**config.mk**
```make
export PLATFORM = sky130hd
export DESIGN_NAME = gpjk_top
export DESIGN_NICKNAME = d
export VERILOG_FILES = /design/src/core/gpjk_pin_cell.v /design/src/core/gpjk_top.v
export VERILOG_INCLUDE_DIRS = /design/src /design/src/core
export SDC_FILE = /design/constraint.sdc
export NUM_CORES = 1
export LEC_CHECK = 0
export BUFFER_PORTS_ARGS = -buffer_cell sky130_fd_sc_hd__buf_2
export CORE_UTILIZATION = 46
export CTS_BUF_LIST = sky130_fd_sc_hd__clkbuf_4
export DETAILED_ROUTE_END_ITERATION = 6
export PLACE_DENSITY = 0.79
export SLEW_MARGIN = 20
export SYNTH_ARGS = -nofsm -noshare
export SYNTH_HDL_FRONTEND = slang
export SYNTH_SLANG_ARGS = --single-unit
```
**constraint.sdc**
```tcl
create_clock -name mclk_i -period 1.8 [get_ports mclk_i]
set_input_delay 0.27 -clock mclk_i [delete_from_list [all_inputs] [get_ports mclk_i]]
set_output_delay 0.27 -clock mclk_i [all_outputs]
set_load 0.02 [all_outputs]
```
**src/core/gpjk_defines.vh**
```
// constants for the port j / port k pin block
`ifndef GPJK_DEFINES_VH
`define GPJK_DEFINES_VH

// ==============================
// register byte offsets, port k window then port j window
`define GPJK_OFF_K_DATA   8'h00
`define GPJK_OFF_K_OUTEN  8'h04
`define GPJK_OFF_K_FUNA   8'h08
`define GPJK_OFF_K_FUNB   8'h0C
`define GPJK_OFF_K_PULL   8'h2C
`define GPJK_OFF_K_INEN   8'h38
`define GPJK_OFF_J_DATA   8'h40
`define GPJK_OFF_J_OUTEN  8'h44
`define GPJK_OFF_J_FUNA   8'h48
`define GPJK_OFF_J_PULL   8'h6C
`define GPJK_OFF_J_INEN   8'h78
`define GPJK_OFF_J_INPUT  8'h7C
`define GPJK_OFF_K_INPUT  8'h3C

// ==============================
// widths, reset values, field positions
`define GPJK_K_W          3
`define GPJK_J_W          8
`define GPJK_K_RST        3'h0
`define GPJK_J_RST        8'h00
`define GPJK_K_FUNB_MASK  3'h2
`define GPJK_K_PULL_MASK  3'h6
`define GPJK_K_OD_MASK    3'h1
`define GPJK_K_PER_OE     3'h7
`define GPJK_J_IRQ_MASK   8'hCF
`define GPJK_J_TMR6_BIT   4
`define GPJK_J_TMR7_BIT   5
`define GPJK_K_CEC_BIT    0
`define GPJK_K_CLK_BIT    1
`define GPJK_K_TMR9_BIT   2
`define GPJK_ZERO32       32'h00000000

`endif

```
**src/core/gpjk_pin_cell.v**
```verilog
// one group of pins: output select, enable and input gating
`timescale 1ns/10ps
module gpjk_pin_cell #(
  parameter W = 8
) (
  // register side
  input  wire [W-1:0] data_i,
  input  wire [W-1:0] outen_i,
  input  wire [W-1:0] func_i,
  input  wire [W-1:0] inen_i,
  input  wire [W-1:0] opendrain_i,
  // peripheral side
  input  wire [W-1:0] per_out_i,
  input  wire [W-1:0] per_oe_i,
  // pad side
  input  wire [W-1:0] pad_i,
  output wire [W-1:0] pad_o,
  output wire [W-1:0] pad_oe_o,
  output wire [W-1:0] in_o
);
  // ==============================
  // selection
  wire [W-1:0] drive_val;
  wire [W-1:0] drive_en;
  assign drive_val = (func_i & per_out_i) | (~func_i & data_i);
  assign drive_en  = outen_i & (~func_i | per_oe_i);
  // open drain never drives high
  assign pad_o    = drive_val & ~opendrain_i;
  assign pad_oe_o = drive_en & ~(drive_val & opendrain_i);
  // disabled buffer reads zero, not the floating pad
  assign in_o     = pad_i & inen_i;
endmodule // gpjk_pin_cell

```
**src/core/gpjk_top.v**
```verilog
// port j (8 pins) and port k (3 pins) registers, function mux, wishbone slave
// Notes on behaviour
// - port k has exactly three pins
// - direction set independently per pin
// - port k resets to port, all off
// - port k pin zero is open drain
// - k data at 0x00, output control 0x04
// - k function registers at 0x08, 0x0C
// - k pull-up 0x2C, input enable 0x38
// - k data bits 2-0, upper read zero
// - k output control bit enables driver
// - k function a: timer9, clock, cec
// - k function b bit1 routes alarm only
// - j function: irq lines, timer 7/6
// - j pull-up per bit, upper zero
// - j input enable per bit, reset zero
// - j irq follows input enable outside stop
// - port j resets to port, all off
// - j function 0x08, pull-up 0x2C, input 0x38
//
// The Wishbone interface to the registers was left to the implementer.
`timescale 1ns/10ps
`include "gpjk_defines.vh"
module gpjk_top (
  // clock and reset
  input  wire        mclk_i,
  input  wire        reset_i,
  // wishbone slave
  input  wire        wb_cyc_i,
  input  wire        wb_stb_i,
  input  wire        wb_we_i,
  input  wire [7:0]  wb_adr_i,
  input  wire [3:0]  wb_sel_i,
  input  wire [31:0] wb_dat_i,
  output reg  [31:0] wb_dat_o,
  output wire        wb_ack_o,
  // system state
  input  wire        deep_stop_i,
  // peripheral signals
  input  wire        timer_six_output_i,
  input  wire        timer_seven_output_i,
  input  wire        timer_nine_output_i,
  input  wire        system_clock_output_i,
  input  wire        alarm_output_i,
  input  wire        cec_drive_low_i,
  output wire        cec_line_o,
  output wire [7:0]  external_irq_line_o,
  // port j pads
  input  wire [7:0]  port_j_pad_i,
  output wire [7:0]  port_j_pad_o,
  output wire [7:0]  port_j_pad_oe_o,
  output wire [7:0]  port_j_pullup_o,
  // port k pads
  input  wire [2:0]  port_k_pad_i,
  output wire [2:0]  port_k_pad_o,
  output wire [2:0]  port_k_pad_oe_o,
  output wire [2:0]  port_k_pullup_o
);
  // ==============================
  // registers
  reg [`GPJK_K_W-1:0] port_k_pin_data_ff;
  reg [`GPJK_K_W-1:0] port_k_output_drive_enable_ff;
  reg [`GPJK_K_W-1:0] port_k_function_select_a_ff;
  reg [`GPJK_K_W-1:0] port_k_function_select_b_ff;
  reg [`GPJK_K_W-1:0] port_k_pullup_enable_ff;
  reg [`GPJK_K_W-1:0] port_k_input_buffer_enable_ff;
  reg [`GPJK_J_W-1:0] port_j_pin_data_ff;
  reg [`GPJK_J_W-1:0] port_j_output_drive_enable_ff;
  reg [`GPJK_J_W-1:0] port_j_function_select_a_ff;
  reg [`GPJK_J_W-1:0] port_j_pullup_enable_ff;
  reg [`GPJK_J_W-1:0] port_j_input_buffer_enable_ff;
  reg                 ack_ff;
  reg [31:0]          nxt_rdata;

  wire [`GPJK_K_W-1:0] k_in;
  wire [`GPJK_J_W-1:0] j_in;

  // ==============================
  // bus handshake: one wait state, ack drops the cycle after
  wire req;
  wire wr;
  assign req      = wb_cyc_i & wb_stb_i & ~ack_ff;
  assign wr       = req & wb_we_i & wb_sel_i[0];
  assign wb_ack_o = ack_ff;

  // only the low byte holds data, so lane 0 gates every write
  function hit;
    input [7:0] adr;
    input [7:0] off;
    begin
      hit = (adr == off);
    end
  endfunction

  // ==============================
  // register writes
  always @(posedge mclk_i) begin
    if (reset_i) begin
      ack_ff                        <= 1'b0;
      port_k_pin_data_ff            <= `GPJK_K_RST;
      port_k_output_drive_enable_ff <= `GPJK_K_RST;
      port_k_function_select_a_ff   <= `GPJK_K_RST;
      port_k_function_select_b_ff   <= `GPJK_K_RST;
      port_k_pullup_enable_ff       <= `GPJK_K_RST;
      port_k_input_buffer_enable_ff <= `GPJK_K_RST;
      port_j_pin_data_ff            <= `GPJK_J_RST;
      port_j_output_drive_enable_ff <= `GPJK_J_RST;
      port_j_function_select_a_ff   <= `GPJK_J_RST;
      port_j_pullup_enable_ff       <= `GPJK_J_RST;
      port_j_input_buffer_enable_ff <= `GPJK_J_RST;
    end else begin
      ack_ff <= req;
      if (wr) begin
        if (hit(wb_adr_i, `GPJK_OFF_K_DATA)) begin
          port_k_pin_data_ff <= wb_dat_i[`GPJK_K_W-1:0];
        end
        if (hit(wb_adr_i, `GPJK_OFF_K_OUTEN)) begin
          port_k_output_drive_enable_ff <= wb_dat_i[`GPJK_K_W-1:0];
        end
        if (hit(wb_adr_i, `GPJK_OFF_K_FUNA)) begin
          port_k_function_select_a_ff <= wb_dat_i[`GPJK_K_W-1:0];
        end
        if (hit(wb_adr_i, `GPJK_OFF_K_FUNB)) begin
          port_k_function_select_b_ff <= wb_dat_i[`GPJK_K_W-1:0]
                                         & `GPJK_K_FUNB_MASK;
        end
        if (hit(wb_adr_i, `GPJK_OFF_K_PULL)) begin
          port_k_pullup_enable_ff <= wb_dat_i[`GPJK_K_W-1:0] & `GPJK_K_PULL_MASK;
        end
        if (hit(wb_adr_i, `GPJK_OFF_K_INEN)) begin
          port_k_input_buffer_enable_ff <= wb_dat_i[`GPJK_K_W-1:0];
        end
        if (hit(wb_adr_i, `GPJK_OFF_J_DATA)) begin
          port_j_pin_data_ff <= wb_dat_i[`GPJK_J_W-1:0];
        end
        if (hit(wb_adr_i, `GPJK_OFF_J_OUTEN)) begin
          port_j_output_drive_enable_ff <= wb_dat_i[`GPJK_J_W-1:0];
        end
        if (hit(wb_adr_i, `GPJK_OFF_J_FUNA)) begin
          port_j_function_select_a_ff <= wb_dat_i[`GPJK_J_W-1:0];
        end
        if (hit(wb_adr_i, `GPJK_OFF_J_PULL)) begin
          port_j_pullup_enable_ff <= wb_dat_i[`GPJK_J_W-1:0];
        end
        if (hit(wb_adr_i, `GPJK_OFF_J_INEN)) begin
          port_j_input_buffer_enable_ff <= wb_dat_i[`GPJK_J_W-1:0];
        end
      end
    end
  end

  // ==============================
  // read mux, unmapped reads zero and still ack
  always @* begin
    nxt_rdata = `GPJK_ZERO32;
    case (wb_adr_i)
      `GPJK_OFF_K_DATA:  nxt_rdata[`GPJK_K_W-1:0] = port_k_pin_data_ff;
      `GPJK_OFF_K_OUTEN: nxt_rdata[`GPJK_K_W-1:0] = port_k_output_drive_enable_ff;
      `GPJK_OFF_K_FUNA:  nxt_rdata[`GPJK_K_W-1:0] = port_k_function_select_a_ff;
      `GPJK_OFF_K_FUNB:  nxt_rdata[`GPJK_K_W-1:0] = port_k_function_select_b_ff;
      `GPJK_OFF_K_PULL:  nxt_rdata[`GPJK_K_W-1:0] = port_k_pullup_enable_ff;
      `GPJK_OFF_K_INEN:  nxt_rdata[`GPJK_K_W-1:0] = port_k_input_buffer_enable_ff;
      `GPJK_OFF_K_INPUT: nxt_rdata[`GPJK_K_W-1:0] = k_in;
      `GPJK_OFF_J_DATA:  nxt_rdata[`GPJK_J_W-1:0] = port_j_pin_data_ff;
      `GPJK_OFF_J_OUTEN: nxt_rdata[`GPJK_J_W-1:0] = port_j_output_drive_enable_ff;
      `GPJK_OFF_J_FUNA:  nxt_rdata[`GPJK_J_W-1:0] = port_j_function_select_a_ff;
      `GPJK_OFF_J_PULL:  nxt_rdata[`GPJK_J_W-1:0] = port_j_pullup_enable_ff;
      `GPJK_OFF_J_INEN:  nxt_rdata[`GPJK_J_W-1:0] = port_j_input_buffer_enable_ff;
      `GPJK_OFF_J_INPUT: nxt_rdata[`GPJK_J_W-1:0] = j_in;
      default:           nxt_rdata = `GPJK_ZERO32;
    endcase
  end

  always @(posedge mclk_i) begin
    if (reset_i) begin
      wb_dat_o <= `GPJK_ZERO32;
    end else if (req) begin
      wb_dat_o <= nxt_rdata;
    end
  end

  // ==============================
  // port j: timers drive 4/5, all others are irq inputs
  wire [7:0] j_per_out;
  wire [7:0] j_per_oe;
  assign j_per_out = {2'h0, timer_seven_output_i, timer_six_output_i, 4'h0};
  assign j_per_oe  = ~`GPJK_J_IRQ_MASK;

  gpjk_pin_cell #(.W(`GPJK_J_W)) u_port_j (
    .data_i      (port_j_pin_data_ff),
    .outen_i     (port_j_output_drive_enable_ff),
    .func_i      (port_j_function_select_a_ff),
    .inen_i      (port_j_input_buffer_enable_ff),
    .opendrain_i (`GPJK_J_RST),
    .per_out_i   (j_per_out),
    .per_oe_i    (j_per_oe),
    .pad_i       (port_j_pad_i),
    .pad_o       (port_j_pad_o),
    .pad_oe_o    (port_j_pad_oe_o),
    .in_o        (j_in)
  );
  assign port_j_pullup_o = port_j_pullup_enable_ff;

  // irq seen whenever input enabled; in deep stop only if function selected too
  assign external_irq_line_o = j_in & `GPJK_J_IRQ_MASK
                               & (deep_stop_i ? port_j_function_select_a_ff
                                              : ~`GPJK_J_RST);

  // ==============================
  // port k: pin2 timer9, pin1 clock or alarm, pin0 open-drain cec
  wire [2:0] k_per_out;
  wire       k1_sig;
  // alarm overrides clock output when function b is set
  assign k1_sig    = port_k_function_select_b_ff[`GPJK_K_CLK_BIT] ? alarm_output_i
                                                                  : system_clock_output_i;
  assign k_per_out = {timer_nine_output_i, k1_sig, ~cec_drive_low_i};

  gpjk_pin_cell #(.W(`GPJK_K_W)) u_port_k (
    .data_i      (port_k_pin_data_ff),
    .outen_i     (port_k_output_drive_enable_ff),
    .func_i      (port_k_function_select_a_ff | port_k_function_select_b_ff),
    .inen_i      (port_k_input_buffer_enable_ff),
    .opendrain_i (`GPJK_K_OD_MASK),
    .per_out_i   (k_per_out),
    .per_oe_i    (`GPJK_K_PER_OE),
    .pad_i       (port_k_pad_i),
    .pad_o       (port_k_pad_o),
    .pad_oe_o    (port_k_pad_oe_o),
    .in_o        (k_in)
  );
  assign port_k_pullup_o = port_k_pullup_enable_ff;
  assign cec_line_o      = k_in[`GPJK_K_CEC_BIT];
endmodule // gpjk_top

```
==> reports/metrics.sh, run 1 <==
STATUS='finished, final reports clean'
DRTITER0DRC=261
HOLDWS_PS=165
CTS_POST_SETUP_BUFFERS_INSERTED=0
FIN_SETUP_TNS_PS=0
WARNING_COUNT_FROM_THE_YOSYS_RUN=0
HOLDCRITSTARTPOINT='wb_dat_i[7]'
FMAX_MHz=579
WL_PER_CELL_MICRONS=16.7
FULL_DIE_AREA_SQ_MM=0.00838
POSTCTSHOLDBUFS=0
SEQUENTIAL_CELL_AREA_SQ_MM=0.00128
MIN_PERIOD_OVER_PERIOD=0.959
CP.REQUIRED_PS=2060
SYNTH.FF_LATCH_COUNT=64
ANTENNA_VIOLATING_NETS_REMAINING=0
TIMING.CRITICAL_PATH.ARRIVAL_PS=1990
FIN_NETS=602
COUNT_OF_H_TREE_LEVELS_BUILT_DURING_CTS=3
GLOBAL_ROUTE_WIRE_LENGTH_BEFORE_REPAIR_MM=17.1
TRITONCTS='yes'
SYNTH.AREA.TOP_CELLS='dfxtp_1 35%, mux2i_1 15%, buf_4 6.7%, nor2_1 6.0%, a21oi_1 2.7%'
CLOCK-SKEW-FINAL_PS=14.5
CHIPWIDTH_MICRONS=91.6
CRITICAL_PATH_BUF_INV_COUNT=2
DIE-HEIGHT_MICRONS=91.6
WORST_PATH_DOMINANT_CELL_FAMILY='simple AND/OR/NAND/NOR gates'
NUMCTSBUFFERS=9
FLOORPLAN.INITIALDENSITY=0.477
WORST_SKEW_PAIR.LATE_LATENCY_PS=410
POST-ROUTE-DRC-COUNT=0
GLOBALROUTEMET3UTIL=0.0536
SYNTH-EDFF-COUNT=0
MAX_SLEW.WORST_PIN.SLEW_PS=705
MAXCAP_VIOLATIONS=0
SLOWEST_CP_CELL='dfxtp_2'
RELSLEWSLACK=0.530
GLOBALROUTETOTALUTIL=0.262
GRT_USE_MET1=0.343
CTS_BUFFER_DEPTH=2
CTS.REPORTEDPATHS.CLKPINSLEW_PS=110
SYNTH.LARGEST_AREA_CELL='dfxtp_1'
PLACEMENT.IO_BUFFERS=86
COMMONEST_REGISTER_CELL_AFTER_SYNTHESIS='dfxtp_1'
GR-TOTAL-OVERFLOW=0
SETUP.WORST_PATH.START='wb_ack_o$_SDFF_PP0_'
CLKSINKCOUNT=64
GRT_MOST_USED_LAYER='met2'
WORST_IR_DROP_VDD_V=0.000321
P_TOTAL_uW=2590
SYN_AVG_CELL_AREA_SQ_UM=8.72
CRITICAL_PATH.ENDPOINT_TYPE='register'
DETAIL_ROUTE.WIRELENGTH_MM=10.7
POWER_PER_CELL_AREA_mW_PER_MM2=577
ROUTED-VIA-COUNT=3607
TIMING.FINAL.MAX_SLEW_VIOLATIONS=0
WORST_PATH_LARGEST_CELL_DELAY_PS=340
GPL.FINAL_WEIGHTED_CONGESTION=0.982
SEQ_AREA_FRAC_SYNTH=0.347
POST_CTS.RESIZED_INSTANCES=0
FINAL_LAYOUT_SIZE_SUFFIX_GT1_FRAC=0.310
PLACEABLECOREAREA_SQ_MM=0.00773
DIODES=0
CLOCK-ROOT-BUFFER='clkbuf_4'
LEAKAGE_uW=0.00184
FIRST_GLOBAL_VIAS=3390
SYNTH.TOP_CELL.AREA_SHARE=0.347
FINAL_HOLD_VIOL_COUNT=0
DP_HPWL_MM=8.18
ROUTE.DETAILED.VIAS_PER_INST=5.63
SYNTH_CELL_TYPE_COUNT=58
RSZ0062_AT_GRT='true'
CRITPATHKIND='register to register'
SYN_AREA_SQ_MM=0.00369
MULTI_INPUT_AREA_SQ_MM=0.00212
DRT_PRE_ANTENNA_ITERS=5
N_FILL_CELL=708
PATH_CELLS='nand3b_1, buf_6, nor4_4, buf_4, mux2i_1, nor2_1'
ASYNCSETRESETFLOPFRACSYNTH=0
TIMING.CRITICAL_PATH.FANOUT_MAX=15
IOPINCOUNT=142
REG2REG_FROM='wb_ack_o$_SDFF_PP0_'
POST-PLACE-CELLS=626
GRT_MAX_DEGREE=35
CRITICAL_PATH.STARTPOINT_TYPE='register'
FIN_UTIL=0.581
POST_SYNTH_INST_COUNT=423
ANTENNA_FOUND_INITIAL=0
LAYOUT-AREA-OVERHEAD-VS-SYNTH_PCT=21.7
POST-ROUTE-MIN-PERIOD_PS=1730
PLACEMENT_ROWS=32
HOLD_PATH_CLASS='primary input to register'
GLOBALROUTEMET2UTIL=0.411
COUNT_OF_PLACED_STANDARD_CELLS_IN_THE_FINAL_LAYOUT_FILLERS_LEFT_OUT=641
TIMING.FINAL.SETUP_VIOLATIONS=0
[synthesized netlist by cell type, types with 4 or more instances]
cell / n
mux2_2: 4
o21ai_0: 15
nor4_4: 4
inv_1: 10
dfxtp_1: 64
buf_1: 5
mux2i_1: 56
nor4_1: 6
nand2b_1: 4
clkbuf_1: 19
nand3_1: 12
nor2_1: 59
nor4_2: 5
nand2_1: 17
buf_4: 33
a21oi_1: 20
nor3_1: 5
nor2b_1: 15
a31oi_1: 5
[layout by cell type, fill, tap and decap left out, drive strengths merged, types with 4 or more instances in the layout]
master,count
nor3,5
buf,135
o21ai,15
a31oi,5
a21oi,20
inv,10
conb,28
nand2,17
nand3,12
nor2,59
clkinv,4
nand2b,4
dfxtp,64
nor2b,15
nor4,15
mux2i,56
clkbuf,10
mux2,4
[power by group]
part	internal, uW	switching, uW
Sequential	1420	3.65
Clock	278	516
Combinational	119	249
[worst register-to-register path, cell delays in order (launching register included)]
cell	delay [ps]
dfxtp_2	340
nand3b_1	220
buf_6	220
nor4_4	320
buf_4	200
mux2i_1	200
nor2_1	70
[flip-flops by register name, summed over array words and instances (netlist names)]
signal and count:
port_k_function_select_a_ff 3, port_j_function_select_a_ff 8, port_k_pullup_o 2, port_k_function_select_b_ff 1, wb_dat_o 8, port_j_pullup_o 8
port_k_input_buffer_enable_ff 3, port_j_input_buffer_enable_ff 8, wb_ack_o 1, port_j_pin_data_ff 8, port_k_pin_data_ff 3, port_k_output_drive_enable_ff 3
port_j_output_drive_enable_ff 8
[cell families after synthesis]
family	count (synthesis)	share of synthesized area
compound gates	72	0.131
mux	61	0.170
buf+inv	71	0.109
simple gates	154	0.242
other cells	1	0.00102
flops	64	0.347
[final timing paths]
kind	depth (start not counted)	slack [ps]	to
max	6	70	port_j_output_drive_enable_ff[5]$_SDFFE_PP0P_
min	3	160	port_j_pullup_o[7]$_SDFFE_PP0P_
max reg2reg	6	70	port_j_output_drive_enable_ff[5]$_SDFFE_PP0P_
min reg2reg	2	490	port_k_pullup_o[2]$_SDFFE_PP0P_
[through the flow]
stage	instance area, sq um	setup slack (ps)
floorplan	3810	-78.9
global placement	4380	-139
global route	4490	-5.19
detailed placement	4380	-133
CTS	4480	71.6
finish	4490	73.7
[per-layer routing]
| metal | vias to the layer above | share of wire |
|---|---|---|
| li1 | 1680 | - |
| met1 | 1651 | 0.43 |
| met2 | 236 | 0.44 |
| met3 | 40 | 0.091 |
| met4 | 0 | 0.032 |
| met5 | - | 0 |
[final cells by class]
class                      count  share of cell area
clock buffer                  10              0.0167
clock inverter                 5             0.00557
inverter                      10             0.00836
multi-input combinational    315               0.471
sequential                    64               0.286
tap                          102              0.0284
timing repair buffer         135               0.184
Power figures use the tool's default switching activity.
==> inputs of run 2 (changes only) <==
CORE_ASPECT_RATIO = 0.9   (was not set)
CORE_UTILIZATION = 40   (was 46)
PLACE_DENSITY = 0.7   (was 0.79)
RECOVER_POWER = 100   (was not set)
==> run 2 against run 1 <==
  * Sequential share of layout area shrank 0.24 points
  * Final cell count grew 2.8%
  * Final area grew 0.86%
  * Worst hold slack lost 25 ps
  * Clock skew grew 3.7 ps
  * Critical path depth is the same
  * Clock power grew 1%
  * Sequential power is essentially flat
  * Routed wire length grew 1.0%
  * Die area grew 15%
  * Global-route usage shrank 2.4 points
  * Largest cell class unchanged
  * First-iteration DRC count shrank 10%
==> reports/metrics.sh, run 2 (synthesis gave the netlist of run 1 again) <==
CLOCK-ROOT-BUFFER='clkbuf_4'
LAYOUT-AREA-OVERHEAD-VS-SYNTH_PCT=22.8
ROUTED-VIA-COUNT=3530  # -2.1%
POWER_PER_CELL_AREA_mW_PER_MM2=574  # -0.45%
FINAL_COMMON_CELL='buf_2'
LAYOUT_SETUP_WS_PS=88.8  # +15.1 ps
TIMING.REG2REG.WORST_PATH_DEPTH=6  # unchanged
CTS.REPORTEDPATHS.CLKPINSLEW_PS=100  # about the same
TIMING.FINAL.MAX_SLEW_VIOLATIONS=0  # unchanged
R2R_SETUP_SLACK_PS=90  # +20 ps
CRITICAL_PATH.STARTPOINT_TYPE='register'
ANTENNA_VIOLATING_NETS_REMAINING=0  # unchanged
TIMING.CRITICAL_PATH.FANOUT_MAX=15  # unchanged
PLACEMENT_ROWS=32  # unchanged
WORST_SKEW_PAIR.LATE_LATENCY_PS=430  # +20 ps
DP_SLACK_PS=-121  # +11.8 ps
POST-PLACE-CELLS=644  # +2.9%
DIE-HEIGHT_MICRONS=93.1  # +1.7%
DIODES=0  # unchanged
STATUS='finished, final reports clean'
CP.REQUIRED_PS=2120  # +60 ps
MAXCAP_VIOLATIONS=0  # unchanged
WORST_IR_DROP_VDD_V=0.000312  # -2.9%
RSZ0062_AT_GRT='false'
GRT_MAX_DEGREE=44  # +26%
WL_PER_CELL_MICRONS=16.4  # -1.7%
RR_ENDPOINT='port_j_function_select_a_ff[2]$_SDFFE_PP0P_'
COUNT_OF_PLACED_STANDARD_CELLS_IN_THE_FINAL_LAYOUT_FILLERS_LEFT_OUT=659  # +2.8%
PLACEABLECOREAREA_SQ_MM=0.00877  # +13%
COUNT_OF_H_TREE_LEVELS_BUILT_DURING_CTS=3  # unchanged
FIRST_GLOBAL_VIAS=3320  # -2.1%
FLOORPLAN.INITIALDENSITY=0.421  # -0.0567
MIN_PERIOD_OVER_PERIOD=0.951  # -0.00839
DETAIL_ROUTE.WIRELENGTH_MM=10.8  # +1.0%
FINAL_CELL_MIX='86 x buf_2, 63 x dfxtp_1, 59 x nor2_1'
DRTITER0DRC=234  # -10%
LEAKAGE_uW=0.00184  # +0.21%
CTS_BUFFER_DEPTH=2  # unchanged
CHIPWIDTH_MICRONS=103  # +13%
REG2REG_FROM='wb_ack_o$_SDFF_PP0_'
DP_HPWL_MM=8.25  # +0.86%
GPL.FINAL_WEIGHTED_CONGESTION=0.933  # -5.0%
FINAL_LAYOUT_SIZE_SUFFIX_GT1_FRAC=0.311  # +0.00128
NUMCTSBUFFERS=9  # unchanged
POST-ROUTE-DRC-COUNT=0  # unchanged
CLKSINKCOUNT=64  # unchanged
SETUP.WORST_PATH.START='wb_ack_o$_SDFF_PP0_'
GLOBALROUTETOTALUTIL=0.239  # -0.0237
TIMING.FINAL.SETUP_VIOLATIONS=0  # unchanged
POST-ROUTE-MIN-PERIOD_PS=1710  # -15.1 ps
GLOBAL_ROUTE_WIRE_LENGTH_BEFORE_REPAIR_MM=17.3  # +0.61%
P_TOTAL_uW=2600  # +0.41%
DRT_PRE_ANTENNA_ITERS=4  # -1
CLOCK-SKEW-FINAL_PS=18.2  # +3.69 ps
FINAL_AREA_SQ_MM=0.00453  # +0.86%
FULL_DIE_AREA_SQ_MM=0.00961  # +15%
IOPINCOUNT=142  # unchanged
CRITPATHKIND='register to register'
FIN_NETS=603  # +0.17%
TRITONCTS='yes'
HOLDWS_PS=140  # -24.8 ps
ANTENNA_FOUND_INITIAL=0  # unchanged
FINAL_HOLD_VIOL_COUNT=0  # unchanged
HOLD_PATH_CLASS='primary input to register'
ROUTE.DETAILED.VIAS_PER_INST=5.36  # -4.8%
PLACEMENT.CELL_AREA_SQ_MM=0.00442  # +0.94%
PLACEMENT.IO_BUFFERS=86  # unchanged
GR-TOTAL-OVERFLOW=0  # unchanged
FMAX_MHz=584  # +0.88%
TIMING.CRITICAL_PATH.ARRIVAL_PS=2030  # +40 ps
CRITICAL_PATH.ENDPOINT_TYPE='register'
CRITICAL_PATH.ENDPOINT='port_j_function_select_a_ff[2]$_SDFFE_PP0P_'
run 2: changes by cell type in the layout (fill, tap and decap cells not counted), sizes merged:
cell and change:
clkbuf +1
run 2: metrics by stage:
stage / util / TNS (ps)
final: 0.517 / 0
after global routing: 0.517 / 0
after CTS: 0.516 / 0
after detailed placement: 0.505 / -2870
after global placement: 0.505 / -2120
after floorplan: - / -1410
run 2: final cells by class:
type	instances	area, sq um
Fill cell	855	4240
Clock buffer	10	75.1
Multi-Input combinational cell	315	2120
Sequential cell	64	1280
Tap cell	119	149
Inverter	10	37.5
Clock inverter	5	25.0
Timing Repair Buffer	136	845
run 2: report_power, final:
group / leakage (uW) / internal, uW / total (uW) / switching (uW)
Combinational: 0.00127 / 121 / 370 / 249
Sequential: 0.000517 / 1420 / 1430 / 3.30
Clock: 0.0000571 / 278 / 803 / 526
run 2: worst max-delay path, stage by stage, from the launching register on:
cell and delay (ps):
dfxtp_2 330, nand3b_1 250, buf_6 230, nor4_4 310, clkbuf_2 220, mux2i_1 210, nor2_1 50
run 2: layer usage:
metal | GRT usage | wire length (microns) | vias to the layer above
li1 | - | - | 1686
met1 | 0.342 | 5180 | 1689
met2 | 0.353 | 4790 | 138
met3 | 0.0448 | 667 | 17
met4 | 0.0869 | 187 | 0
met5 | 0 | 0 | -
run 2: how the worst min path moves through the flow:
stage	from	cells past startpoint	slack (ps)	to
floorplan	wb_dat_i[4]	2	420	port_j_input_buffer_enable_ff[4]$_SDFFE_PP0P_
CTS	wb_dat_i[6]	3	120	port_j_pullup_o[6]$_SDFFE_PP0P_
detailed placement	port_j_pullup_o[3]$_SDFFE_PP0P_	2	470	wb_dat_o[3]$_SDFFE_PP0N_
global route	wb_dat_i[6]	3	130	port_j_pullup_o[6]$_SDFFE_PP0P_
global placement	port_j_pullup_o[3]$_SDFFE_PP0P_	2	470	wb_dat_o[3]$_SDFFE_PP0N_
finish	wb_dat_i[6]	3	140	port_j_pullup_o[6]$_SDFFE_PP0P_
run 2: what timing repair did:
action,4_1_cts,5_1_grt
gates resized for setup,0,2
buffers inserted,0,0
setup endpoints to repair,0,5
hold buffers,0,0
